==> src/rtl/ddsl_regs.svh <==
// constants of the dual converter serial load control
`ifndef DDSL_REGS_SVH
`define DDSL_REGS_SVH

// ************************************************************
// word layout, 16-bit variant
// ************************************************************
`define DDSL_DATA_W      16
`define DDSL_ADDR_W      2
`define DDSL_WORD_W      18
`define DDSL_ADDR_HI_POS 17
`define DDSL_ADDR_LO_POS 16
`define DDSL_NUM_CHAN    2
`define DDSL_CHAN_A      0
`define DDSL_CHAN_B      1

// ************************************************************
// reset values
// ************************************************************
`define DDSL_ZERO_CODE   16'h0000
`define DDSL_MID_CODE    16'h8000

// ************************************************************
// pin sampling and power-up timing
// ************************************************************
`define DDSL_PIN_W       6
`define DDSL_PIN_SCLK    5
`define DDSL_PIN_CS      4
`define DDSL_PIN_SDI     3
`define DDSL_PIN_LOAD    2
`define DDSL_PIN_RST     1
`define DDSL_PIN_MID     0
`define DDSL_PINS_IDLE   6'h16
`define DDSL_PWRUP_W     2
`define DDSL_PWRUP_CYC   2'h3
`define DDSL_CNT_W       5
`define DDSL_CNT_MAX     5'h12

`endif

==> src/rtl/ddsl_pkg.sv <==
// types of the dual converter serial load control
`include "ddsl_regs.svh"

package ddsl_pkg;

    // ************************************************************
    // serial word and sampled pins
    // ************************************************************
    typedef struct packed {
        logic                       addr_hi;
        logic                       addr_lo;
        logic [`DDSL_DATA_W-1:0]    data;
    } ddsl_word_t;

    typedef struct packed {
        logic                       sclk;
        logic                       cs_n;
        logic                       serial_data_in;
        logic                       load_n;
        logic                       rst_n;
        logic                       mid;
    } ddsl_pins_t;

    typedef logic [`DDSL_DATA_W-1:0] ddsl_code_t;

    // ************************************************************
    // control states
    // ************************************************************
    typedef enum logic [1:0] {
        DDSL_ST_PWRUP  = 2'b00,
        DDSL_ST_PRESET = 2'b01,
        DDSL_ST_RUN    = 2'b10
    } ddsl_state_t;

endpackage : ddsl_pkg

==> src/rtl/ddsl_top.sv <==
// top of the dual converter serial load control
`include "ddsl_regs.svh"

// ************************************************************
// overview
// ************************************************************
// Functional notes
// RULE1 - serial data goes straight into the shift register
// RULE2 - each rising serial clock shifts in one data bit
// RULE3 - no shifting while select is high; host holds select low
// RULE4 - select rising moves the word to the addressed input register(s)
// RULE5 - select never gates or alters the load strobe path
// RULE6 - reset pin low forces all input and converter registers to preset
// RULE7 - midscale pin low gives an all-zero preset
// RULE8 - midscale pin high gives top data bit set, 0x8000
// RULE9 - midscale pin picks the preset on reset pulse and power-on
// RULE10 - load strobe low makes converter registers follow input registers
// RULE11 - load strobe acts on its level, not on a serial clock edge
// RULE12 - only the last 18 bits count; words arrive msb first
// RULE13 - two leading bits address: none, A, B, or both
// RULE14 - reset pin outranks a concurrent transfer or load
module ddsl_top
    import ddsl_pkg::*;
(
    input  wire logic                    mclk_i,
    input  wire logic                    nrst_i,
    input  wire logic                    serial_clk_i,
    input  wire logic                    chip_sel_n_i,
    input  wire logic                    serial_data_in_i,
    input  wire logic                    dac_load_strobe_n_i,
    input  wire logic                    dynamic_reset_n_i,
    input  wire logic                    midscale_sel_i,
    output      logic [`DDSL_DATA_W-1:0] input_a_o,
    output      logic [`DDSL_DATA_W-1:0] input_b_o,
    output      logic [`DDSL_DATA_W-1:0] dac_a_o,
    output      logic [`DDSL_DATA_W-1:0] dac_b_o,
    output      logic                    ready_o
);

    // ************************************************************
    // reset release
    // ************************************************************
    logic rst_meta_ff;
    logic rst_n_ff;

    always_ff @(posedge mclk_i or negedge nrst_i)
    begin
        if (!nrst_i)
        begin
            rst_meta_ff <= 1'b0;
            rst_n_ff    <= 1'b0;
        end
        else
        begin
            rst_meta_ff <= 1'b1;
            rst_n_ff    <= rst_meta_ff;
        end
    end

    // ************************************************************
    // pin sampling
    // ************************************************************
    ddsl_pins_t pins_raw;
    ddsl_pins_t pins_s;

    assign pins_raw.sclk   = serial_clk_i;
    assign pins_raw.cs_n   = chip_sel_n_i;
    assign pins_raw.serial_data_in    = serial_data_in_i;
    assign pins_raw.load_n = dac_load_strobe_n_i;
    assign pins_raw.rst_n  = dynamic_reset_n_i;
    assign pins_raw.mid    = midscale_sel_i;

    ddsl_sync u_sync
    (
        .clk_i   (mclk_i),
        .rst_n_i (rst_n_ff),
        .pins_i  (pins_raw),
        .pins_o  (pins_s)
    );

    // ************************************************************
    // edge detection on the synchronised pins
    // ************************************************************
    logic sclk_d_ff;
    logic cs_d_ff;
    logic nxt_sclk_d;
    logic nxt_cs_d;
    logic sclk_rise;
    logic cs_rise;
    logic cs_fall;

    always_comb
    begin
        nxt_sclk_d = pins_s.sclk;
        nxt_cs_d   = pins_s.cs_n;
    end

    always_ff @(posedge mclk_i or negedge rst_n_ff)
    begin
        if (!rst_n_ff)
        begin
            sclk_d_ff <= 1'b0;
            cs_d_ff   <= 1'b1;
        end
        else
        begin
            sclk_d_ff <= nxt_sclk_d;
            cs_d_ff   <= nxt_cs_d;
        end
    end

    assign sclk_rise = pins_s.sclk & ~sclk_d_ff;
    assign cs_rise   = pins_s.cs_n & ~cs_d_ff;
    assign cs_fall   = ~pins_s.cs_n & cs_d_ff;

    // ************************************************************
    // serial shift register
    // ************************************************************
    ddsl_word_t             sr_word;
    logic                   shift_en;
    logic [`DDSL_CNT_W-1:0] bit_count;

    // shifting only while select is held low
    assign shift_en = sclk_rise & ~pins_s.cs_n; // [RULE3] [RULE2]

    ddsl_shift u_shift
    (
        .clk_i   (mclk_i),
        .rst_n_i (rst_n_ff),
        .shift_i (shift_en),
        .start_i (cs_fall),
        .bit_i   (pins_s.serial_data_in),
        .word_o  (sr_word),
        .count_o (bit_count)
    );

    // ************************************************************
    // control state: power-up preset, then normal running
    // ************************************************************
    ddsl_state_t             state_ff;
    ddsl_state_t             nxt_state;
    logic [`DDSL_PWRUP_W-1:0] wait_ff;
    logic [`DDSL_PWRUP_W-1:0] nxt_wait;
    logic                    ready_ff;
    logic                    nxt_ready;

    // wait until the synchronised midscale pin is valid
    always_comb
    begin
        nxt_state = state_ff;
        nxt_wait  = wait_ff;
        nxt_ready = ready_ff;
        unique case (state_ff)
            DDSL_ST_PWRUP:
            begin
                if (wait_ff == `DDSL_PWRUP_CYC)
                begin
                    nxt_state = DDSL_ST_PRESET;
                end
                else
                begin
                    nxt_wait = wait_ff + 2'h1;
                end
            end
            DDSL_ST_PRESET:
            begin
                nxt_state = DDSL_ST_RUN;
                nxt_ready = 1'b1;
            end
            DDSL_ST_RUN:
            begin
                nxt_ready = 1'b1;
            end
            default:
            begin
                nxt_state = DDSL_ST_PWRUP;
                nxt_wait  = '0;
                nxt_ready = 1'b0;
            end
        endcase
    end

    always_ff @(posedge mclk_i or negedge rst_n_ff)
    begin
        if (!rst_n_ff)
        begin
            state_ff <= DDSL_ST_PWRUP;
            wait_ff  <= '0;
            ready_ff <= 1'b0;
        end
        else
        begin
            state_ff <= nxt_state;
            wait_ff  <= nxt_wait;
            ready_ff <= nxt_ready;
        end
    end

    // ************************************************************
    // preset value and transfer qualifiers
    // ************************************************************
    ddsl_code_t preset_code;
    logic       force_preset;
    logic       transfer;
    logic       load_open;
    logic       word_addr [`DDSL_NUM_CHAN];

    // zero or midscale picked by the pin
    assign preset_code  = pins_s.mid ? `DDSL_MID_CODE   // [RULE8]
                                     : `DDSL_ZERO_CODE; // [RULE7]
    // reset pin or power-up preset overrides everything
    assign force_preset = ~pins_s.rst_n                 // [RULE6] [RULE14]
                        | (state_ff == DDSL_ST_PRESET); // [RULE9]
    assign transfer     = cs_rise & (state_ff == DDSL_ST_RUN); // [RULE4]
    // strobe level and run state only, no select term and no serial clock
    assign load_open    = ~pins_s.load_n & (state_ff == DDSL_ST_RUN); // [RULE5] [RULE11]

    // address bits of the last full word: 00 none, 01 A, 10 B, 11 both
    always_comb
    begin
        unique case ({sr_word.addr_hi, sr_word.addr_lo}) // [RULE13] [RULE12]
            2'b00:
            begin
                word_addr[`DDSL_CHAN_A] = 1'b0;
                word_addr[`DDSL_CHAN_B] = 1'b0;
            end
            2'b01:
            begin
                word_addr[`DDSL_CHAN_A] = 1'b1;
                word_addr[`DDSL_CHAN_B] = 1'b0;
            end
            2'b10:
            begin
                word_addr[`DDSL_CHAN_A] = 1'b0;
                word_addr[`DDSL_CHAN_B] = 1'b1;
            end
            2'b11:
            begin
                word_addr[`DDSL_CHAN_A] = 1'b1;
                word_addr[`DDSL_CHAN_B] = 1'b1;
            end
        endcase
    end

    // ************************************************************
    // input and converter registers, one set per channel
    // ************************************************************
    ddsl_code_t inp_ff [`DDSL_NUM_CHAN];
    ddsl_code_t dac_ff [`DDSL_NUM_CHAN];

    genvar ch;
    generate
        for (ch = 0; ch < `DDSL_NUM_CHAN; ch = ch + 1)
        begin : g_chan
            ddsl_code_t nxt_inp;
            ddsl_code_t nxt_dac;

            always_comb
            begin
                nxt_inp = inp_ff[ch];
                nxt_dac = dac_ff[ch];
                if (force_preset)
                begin
                    nxt_inp = preset_code; // [RULE6] [RULE14]
                    nxt_dac = preset_code; // [RULE6]
                end
                else
                begin
                    if (transfer && word_addr[ch])
                    begin
                        nxt_inp = sr_word.data; // [RULE4] [RULE12]
                    end
                    if (load_open)
                    begin
                        nxt_dac = nxt_inp; // [RULE10]
                    end
                end
            end

            always_ff @(posedge mclk_i or negedge rst_n_ff)
            begin
                if (!rst_n_ff)
                begin
                    inp_ff[ch] <= `DDSL_ZERO_CODE;
                    dac_ff[ch] <= `DDSL_ZERO_CODE;
                end
                else
                begin
                    inp_ff[ch] <= nxt_inp;
                    dac_ff[ch] <= nxt_dac;
                end
            end
        end
    endgenerate

    // ************************************************************
    // outputs
    // ************************************************************
    assign input_a_o = inp_ff[`DDSL_CHAN_A];
    assign input_b_o = inp_ff[`DDSL_CHAN_B];
    assign dac_a_o   = dac_ff[`DDSL_CHAN_A];
    assign dac_b_o   = dac_ff[`DDSL_CHAN_B];
    assign ready_o   = ready_ff;

endmodule : ddsl_top

==> src/rtl/ddsl_sync.sv <==
// two-flop synchroniser for the pin inputs
`include "ddsl_regs.svh"

module ddsl_sync
    import ddsl_pkg::*;
(
    input  wire logic       clk_i,
    input  wire logic       rst_n_i,
    input  wire ddsl_pins_t pins_i,
    output      ddsl_pins_t pins_o
);

    ddsl_pins_t meta_ff;
    ddsl_pins_t sync_ff;

    // ************************************************************
    // two stages; idle pattern keeps selects and resets inactive
    // ************************************************************
    always_ff @(posedge clk_i or negedge rst_n_i)
    begin
        if (!rst_n_i)
        begin
            meta_ff <= `DDSL_PINS_IDLE;
            sync_ff <= `DDSL_PINS_IDLE;
        end
        else
        begin
            meta_ff <= pins_i;
            sync_ff <= meta_ff;
        end
    end

    assign pins_o = sync_ff;

endmodule : ddsl_sync

==> src/rtl/ddsl_shift.sv <==
// serial shift register with bit counter
`include "ddsl_regs.svh"

module ddsl_shift
    import ddsl_pkg::*;
(
    input  wire logic                  clk_i,
    input  wire logic                  rst_n_i,
    input  wire logic                  shift_i,
    input  wire logic                  start_i,
    input  wire logic                  bit_i,
    output      ddsl_word_t            word_o,
    output      logic [`DDSL_CNT_W-1:0] count_o
);

    ddsl_word_t             sr_ff;
    ddsl_word_t             nxt_sr;
    logic [`DDSL_CNT_W-1:0] cnt_ff;
    logic [`DDSL_CNT_W-1:0] nxt_cnt;

    // ************************************************************
    // shift msb first; older bits fall off the top
    // ************************************************************
    always_comb
    begin
        nxt_sr  = sr_ff;
        nxt_cnt = cnt_ff;
        if (start_i)
        begin
            nxt_cnt = '0;
        end
        if (shift_i)
        begin
            nxt_sr = {sr_ff[`DDSL_WORD_W-2:0], bit_i}; // [RULE1] [RULE2]
            if (nxt_cnt != `DDSL_CNT_MAX)
            begin
                nxt_cnt = nxt_cnt + 5'h01;
            end
        end
    end

    always_ff @(posedge clk_i or negedge rst_n_i)
    begin
        if (!rst_n_i)
        begin
            sr_ff  <= '0;
            cnt_ff <= '0;
        end
        else
        begin
            sr_ff  <= nxt_sr;
            cnt_ff <= nxt_cnt;
        end
    end

    assign word_o  = sr_ff;
    assign count_o = cnt_ff;

endmodule : ddsl_shift

==> config.mk <==
export PLATFORM = sky130hd
export DESIGN_NAME = ddsl_top
export DESIGN_NICKNAME = d
export VERILOG_FILES = /design/src/rtl/ddsl_pkg.sv /design/src/rtl/ddsl_top.sv /design/src/rtl/ddsl_sync.sv /design/src/rtl/ddsl_shift.sv
export VERILOG_INCLUDE_DIRS = /design/src /design/src/rtl
export SDC_FILE = /design/constraint.sdc
export NUM_CORES = 1
export LEC_CHECK = 0
export ABC_AREA = 1
export BUFFER_PORTS_ARGS = -buffer_cell sky130_fd_sc_hd__buf_2
export CORE_MARGIN = 3
export CORE_UTILIZATION = 55
export CTS_CLUSTER_SIZE = 12
export DETAILED_ROUTE_END_ITERATION = 10
export GPL_ROUTABILITY_DRIVEN = 0
export GPL_TIMING_DRIVEN = 0
export PLACE_DENSITY_LB_ADDON = 0.3
export SYNTH_ARGS = -nofsm -noshare
export SYNTH_HDL_FRONTEND = slang
export SYNTH_SLANG_ARGS = --single-unit
export TNS_END_PERCENT = 5
==> constraint.sdc <==
create_clock -name mclk_i -period 3.4 [get_ports mclk_i]
set_input_delay 0.34 -clock mclk_i [delete_from_list [all_inputs] [get_ports mclk_i]]
set_output_delay 0.34 -clock mclk_i [all_outputs]
set_load 0.01 [all_outputs]
==> results.cfg, run 1 <==
[clock_network]
cts_resized = 0
cts_made_buffers = 9
cts_tree = yes
cts_buffer_depth = 2
holdBufCountCts = 1
clkLatencyLatePin_ns = 0.35
path_clk_slew_ns = 0.10
root_buffer = clkbuf_8
cts_setup_buffers = 0
cts_htree_levels = 3
clock-sinks = 103

[grt]
grtUsageTotal_pct = 21.1
grt_first_pass_wirelength_um = 14300
grt_overflow = 0
grt_pass1_vias = 3020
antenna_found_initial = 0
grt_max_degree = 59

[setup_path]
crit_arrival_ns = 2.17
reg2reg_depth = 7
critPathLaunchType = flip-flop
cp.required_ns = 3.62
crit_path_end_kind = flip-flop
crit_path_max_fanout = 10
path_class = flip-flop to flip-flop

[cells_and_area]
fin_area_sq_mm = 0.00494
nets = 534
drive_gt1_share_pct = 25.6
final_cell_mix = nand2_1, dfrtp_1, inv_1
final_common_cell = nand2_1
area_growth_pct = 18.3
antenna_cells = 0
layout.cells.non_filler = 626

[pwr]
p_leak_nw = 2.90
powerDensity_mw_per_mm2 = 471
ir_drop_mv = 0.295

[timing]
worst_pin_slew_ns = 0.580
drv_slew = 0
rsz0062_at_grt = no
finClkSkew_ns = 0.0175
relSlewSlack_pct = 61.4
fmax_mhz = 512
fin_crit_sh_pct = 57.4
fin_ws_ns = 1.45
fin_crit_ns = 1.95
finalHoldViolCount = 0
finalSetupViolCount = 0

[floorplanning]
core_sq_mm = 0.00729
rows = 31
die_x_um = 93.1
ios = 73
initial_core_util_pct = 57.3
dieArea_sq_mm = 0.00868
die_h_um = 93.1

[place]
portBuffers = 72
dp_hpwl_um = 6210
placed_cells = 609
postPlaceCellArea_sq_mm = 0.00469
dp_slack_ns = 1.47

[logic_synthesis]
synthCells = 437
synth_area_leader_cell = dfrtp_1
yosys_warnings = 0
synth_nets = 449
yosys-top-cells-area = dfrtp_1, nand2_1, inv_1
synth_top_area_share_pct = 57.5
syn_area_per_cell_sq_um = 9.56
synth_cell_type_count = 23
ys_ff_latch = 103
yosysSeqAreaShare_pct = 61.9
syn_area_sq_mm = 0.00418

[drt]
avgViaCountPerCell = 4.83
route.detailed.drc = 0
firstDrtPassIters = 4
detail_route.wl_per_cell_um = 13.7
ant_nets = 0
vias = 3025
wirelength_um = 8550
dr.first_iter.drc_count = 113

[run]
drv_cap = 0

[status]
outcome = finished clean

[min_path]
hold_depth = 1
hp-class = input port to flip-flop
## per-layer routing
layer	track usage [%]	routed length (um)
met1	29.0	3680
met4	8.06	125
met5	0	0
met2	33.2	4150
met3	4.26	594
## synth_stat cells
| cell | instances |
|---|---|
| conb_1 | 1 |
| o21ai_2 | 18 |
| nand3_1 | 35 |
| nand4_4 | 2 |
| clkbuf_1 | 3 |
| nor2_2 | 1 |
| or3b_1 | 1 |
| o21ai_0 | 29 |
| nor2_1 | 2 |
| a21oi_2 | 1 |
| nand2_1 | 125 |
| inv_1 | 86 |
| o22ai_1 | 1 |
| dfrtp_1 | 96 |
| a21oi_1 | 1 |
| buf_6 | 5 |
| buf_4 | 3 |
| o21ai_1 | 6 |
| ha_1 | 4 |
| dfstp_2 | 7 |
| buf_12 | 1 |
| inv_2 | 3 |
| buf_2 | 6 |
## per-stage QoR
step	hold WS (ns)	setup TNS (ns)	power, mW	util, %
2_1_floorplan	0.0444	0	1.42	-
3_3_place_gp	0.125	-60.82	1.46	63.9
3_5_place_dp	0.130	0	1.47	64.3
4_1_cts	0.0654	0	2.35	67.7
5_1_grt	0.0707	0	2.41	67.7
6_report	0.0834	0	2.33	67.7
## registers in the layout, summed over array words and instances (netlist names)
signal / flops
input_b_o: 16
dac_a_o: 16
u_sync.meta_ff: 6
wait_ff: 2
ready_o: 1
cs_d_ff: 1
dac_b_o: 16
input_a_o: 16
sclk_d_ff: 1
u_sync.pins_o: 6
u_shift.word_o: 18
rst_meta_ff: 1
rst_n_ff: 1
state_ff: 2
## where the power goes
group	internal (mW)	switching [mW]	leakage, nW
logic	0.0440	0.100	1.43
clock network	0.493	0.393	0.114
registers	1.27	0.0288	1.36
total	1.80	0.522	2.90
## cells by family (layout without fill, tap and decap cells)
kind of cell,count (synthesis),count (layout),synth area share (%)
fa+ha+maj,4,4,1.20
flops,103,103,61.9
compound gates,56,56,8.45
other cells,1,1,0.0898
simple gates,166,166,17.0
buf+inv,107,197,11.4
## path summary, 6_finish.rpt
check	startpoint	end	slack, ns
setup / recovery	state_ff[1]$_DFFE_PN0P_	dac_a_o[10]$_DFFE_PN0P_	1.45
setup reg to reg	state_ff[1]$_DFFE_PN0P_	dac_a_o[10]$_DFFE_PN0P_	1.45
hold / removal	dynamic_reset_n_i	u_sync.meta_ff[1]$_DFF_PN1_	0.08
max in group asynchronous	rst_n_ff$_DFF_PN0_	u_sync.meta_ff[2]$_DFF_PN1_	2.36
min in group asynchronous	nrst_i	rst_n_ff$_DFF_PN0_	0.30
hold reg to reg	rst_n_ff$_DFF_PN0_	ready_o$_DFFE_PN0N_	0.34
## worst max-delay path: stages, from the launching register on
cell and delay (ns):
dfrtp_1 0.37, inv_1 0.08, ha_1 0.22, nor2_2 0.30
o21ai_2 0.14, inv_2 0.16, clkbuf_1 0.38, o21ai_0 0.18
## final cells by class
class	instances	area (sq um)
flip-flops and latches	103	2590
fillers	590	2350
multi-input cells	227	1120
repair buffers	74	398
inverters	89	334
plain buffers	18	140
clock buffers	11	131
well taps	99	124
clock inverters	5	106
(Power assumes the default switching activity.)
==> inputs of run 2 (changes only) <==
- ABC_AREA: 1 -> 0
- clock period: 3.4 -> 1.8 ns (I/O delays scaled with it)
==> run 2 against run 1 <==
Wire length shrank 3.1%. Cell count decreased by 22%. Synthesized area fell by 6.4%. Sequential share of layout area rose by 2.3 points. Utilization is 1.6 points higher. Register-to-register slack worse by 1.3 ns. Clock-buffer cell count unchanged. Highest routed layer unchanged. Synthesized cell count shrank 32%. Setup slack lost 1.3 ns. Combinational power up 130%. Critical path depth is the same.
==> results.cfg, run 2 <==
[cells_and_area]
seq_area_sq_mm = 0.00259
final_cell_mix = dfrtp_1, buf_2, a21oi_1
largest_register_ffs = 18
drive_gt1_share_pct = 33.7
area_growth_pct = 21.1
fin_area_sq_mm = 0.00474
nets = 402
fillCellCount = 525
antenna_cells = 0
multi_input_area_sq_mm = 0.00117
final_common_cell = dfrtp_1

[grt]
grt_overflow = 0
grt_max_degree = 58
grtUsageTotal_pct = 21.6
grt_first_pass_wirelength_um = 13900
antenna_found_initial = 0
grt_pass1_vias = 2780

[pwr]
ir_drop_mv = 0.485
powerDensity_mw_per_mm2 = 976
p_leak_nw = 2.60

[setup_path]
crit_arrival_ns = 1.90
worst-r2r-setup-slack_ns = 0.17
reg2reg_from = state_ff[1]$_DFFE_PN0P_
crit_path_end_kind = flip-flop
reg2reg_to = dac_a_o[12]$_DFFE_PN0P_
crit_path_max_fanout = 10
reg2reg_depth = 7
startpoint = state_ff[1]$_DFFE_PN0P_
cp.required_ns = 2.08
crit_end = dac_a_o[12]$_DFFE_PN0P_
path_class = flip-flop to flip-flop
critPathLaunchType = flip-flop

[timing]
fin_crit_ns = 1.63
rsz0062_at_grt = no
finClkSkew_ns = 0.0151
fin_tns_setup_ns = 0
fin_crit_sh_pct = 90.3
drv_slew = 0
worst_pin_slew_ns = 0.587
fmax_mhz = 615
relSlewSlack_pct = 60.9
finalSetupViolCount = 0
finalHoldViolCount = 0

[clock_network]
clkLatencyLatePin_ns = 0.36
cts_htree_levels = 3
cts_buffer_depth = 2
cts_setup_buffers = 0
clock-sinks = 103
root_buffer = clkbuf_8
cts_made_buffers = 9
path_clk_slew_ns = 0.10
cts_tree = yes

[logic_synthesis]
synth_flop_cell = dfrtp_1
yosys-top-cells-area = dfrtp_1, mux2i_1, mux2_2
yosys_warnings = 0
synth_fa_ha_area_share_pct = 1.28
synth_cell_type_count = 27
synthCells = 299
synth_compound_area_share_pct = 9.54
synth_edf_count = 0
synth_top_family_by_area = multiplexers
synth_common_cells = dfrtp_1, a21oi_1, mux2i_1, o21ai_0, nor2_1
ys_ff_latch = 103
synth_area_leader_cell = dfrtp_1
yosysSeqAreaShare_pct = 66.1
synth_top_area_share_pct = 61.4
synthSimpleGateAreaFrac_pct = 5.12
synth_nets = 311
synthMuxAreaShare_pct = 14.0
syn_area_per_cell_sq_um = 13.1
synth_xor_area_share_pct = 0
async_reset_ff_share_pct = 100
syn_area_sq_mm = 0.00391
synth.most_common_cell = dfrtp_1

[floorplanning]
dieArea_sq_mm = 0.00816
core_sq_mm = 0.00683
die_h_um = 90.3
die_x_um = 90.3
ios = 73
rows = 30
initial_core_util_pct = 57.2

[drt]
vias = 2621
firstDrtPassIters = 4
route.detailed.drc = 0
dr.first_iter.drc_count = 137
avgViaCountPerCell = 5.34
ant_nets = 0
wirelength_um = 8280
detail_route.wl_per_cell_um = 16.9

[min_path]
hp-class = input port to asynchronous set/reset pin

[status]
outcome = finished clean

[run]
drv_cap = 0

[place]
postPlaceCellArea_sq_mm = 0.00442
dp_hpwl_um = 5740
portBuffers = 72
[run 2: area by class of cell]
class,count,area share [%]
Multi-Input combinational cell,173,24.8
Inverter,3,0.238
Sequential cell,103,54.7
Clock inverter,5,2.25
Timing Repair Buffer,80,9.67
Buffer,20,3.04
Clock buffer,11,2.77
Tap cell,96,2.54
[run 2: kinds of logic after synthesis]
kind of cell               count (synthesis)
DFF                                      103
other                                      1
and+or+nand+nor                           45
muxes                                     52
adders and majority gates                  4
AOI/OAI and AO/OA                         71
buffers and inverters                     23
[run 2: worst min-delay path by stage]
stage	slack, ns	from	to	cells past startpoint
floorplan	-0.12	nrst_i	rst_meta_ff$_DFF_PN0_	0
global placement	-0.03	nrst_i	rst_meta_ff$_DFF_PN0_	1
detailed placement	-0.03	nrst_i	rst_meta_ff$_DFF_PN0_	1
CTS	0.11	nrst_i	rst_n_ff$_DFF_PN0_	2
global route	0.12	nrst_i	rst_n_ff$_DFF_PN0_	2
finish	0.11	nrst_i	rst_n_ff$_DFF_PN0_	2
[run 2: where the power goes]
| part | switching (mW) | total (mW) | internal [mW] |
|---|---|---|---|
| Combinational | 0.167 | 0.328 | 0.160 |
| Sequential | 0.144 | 2.61 | 2.46 |
| Clock | 0.758 | 1.69 | 0.931 |
| Total | 1.07 | 4.62 | 3.55 |
[run 2: layer usage]
metal / share of wire [%] / vias up / wire, um / track usage, %
met5: 0 / - / 0 / 0
met4: 1.7 / 0 / 142 / 7.53
met3: 5.1 / 11 / 424 / 4.17
met2: 49 / 82 / 4060 / 34.8
met1: 44 / 1322 / 3660 / 29.8
li1: - / 1206 / - / -
[run 2: worst max-delay path: stages, from the launching register on]
cell	delay, ns
dfrtp_1	0.39
inv_1	0.08
ha_1	0.21
nor2b_1	0.11
buf_2	0.20
clkbuf_2	0.26
o21ai_0	0.16
a21oi_1	0.16
[run 2: per-stage QoR]
| step | instances | hold slack, ns | power (mW) | utilization [%] | setup WS (ns) |
|---|---|---|---|---|---|
| finish | 491 | 0.109 | 4.62 | 69.3 | 0.174 |
| global route | 491 | 0.115 | 4.80 | 69.3 | 0.00819 |
| CTS | 491 | 0.108 | 4.65 | 69.2 | 0.0524 |
| detailed placement | 468 | -0.0330 | 2.97 | 64.7 | 0.0582 |
| global placement | 467 | -0.0349 | 2.94 | 64.3 | -0.447 |
| floorplan | 299 | -0.116 | 2.81 | - | 0.0788 |
[run 2: what timing repair did]
item	CTS	global route
hold buffers	7	0
setup endpoints to repair	1	37
endpoints found under the hold margin	8	0
gates resized for setup	1	5
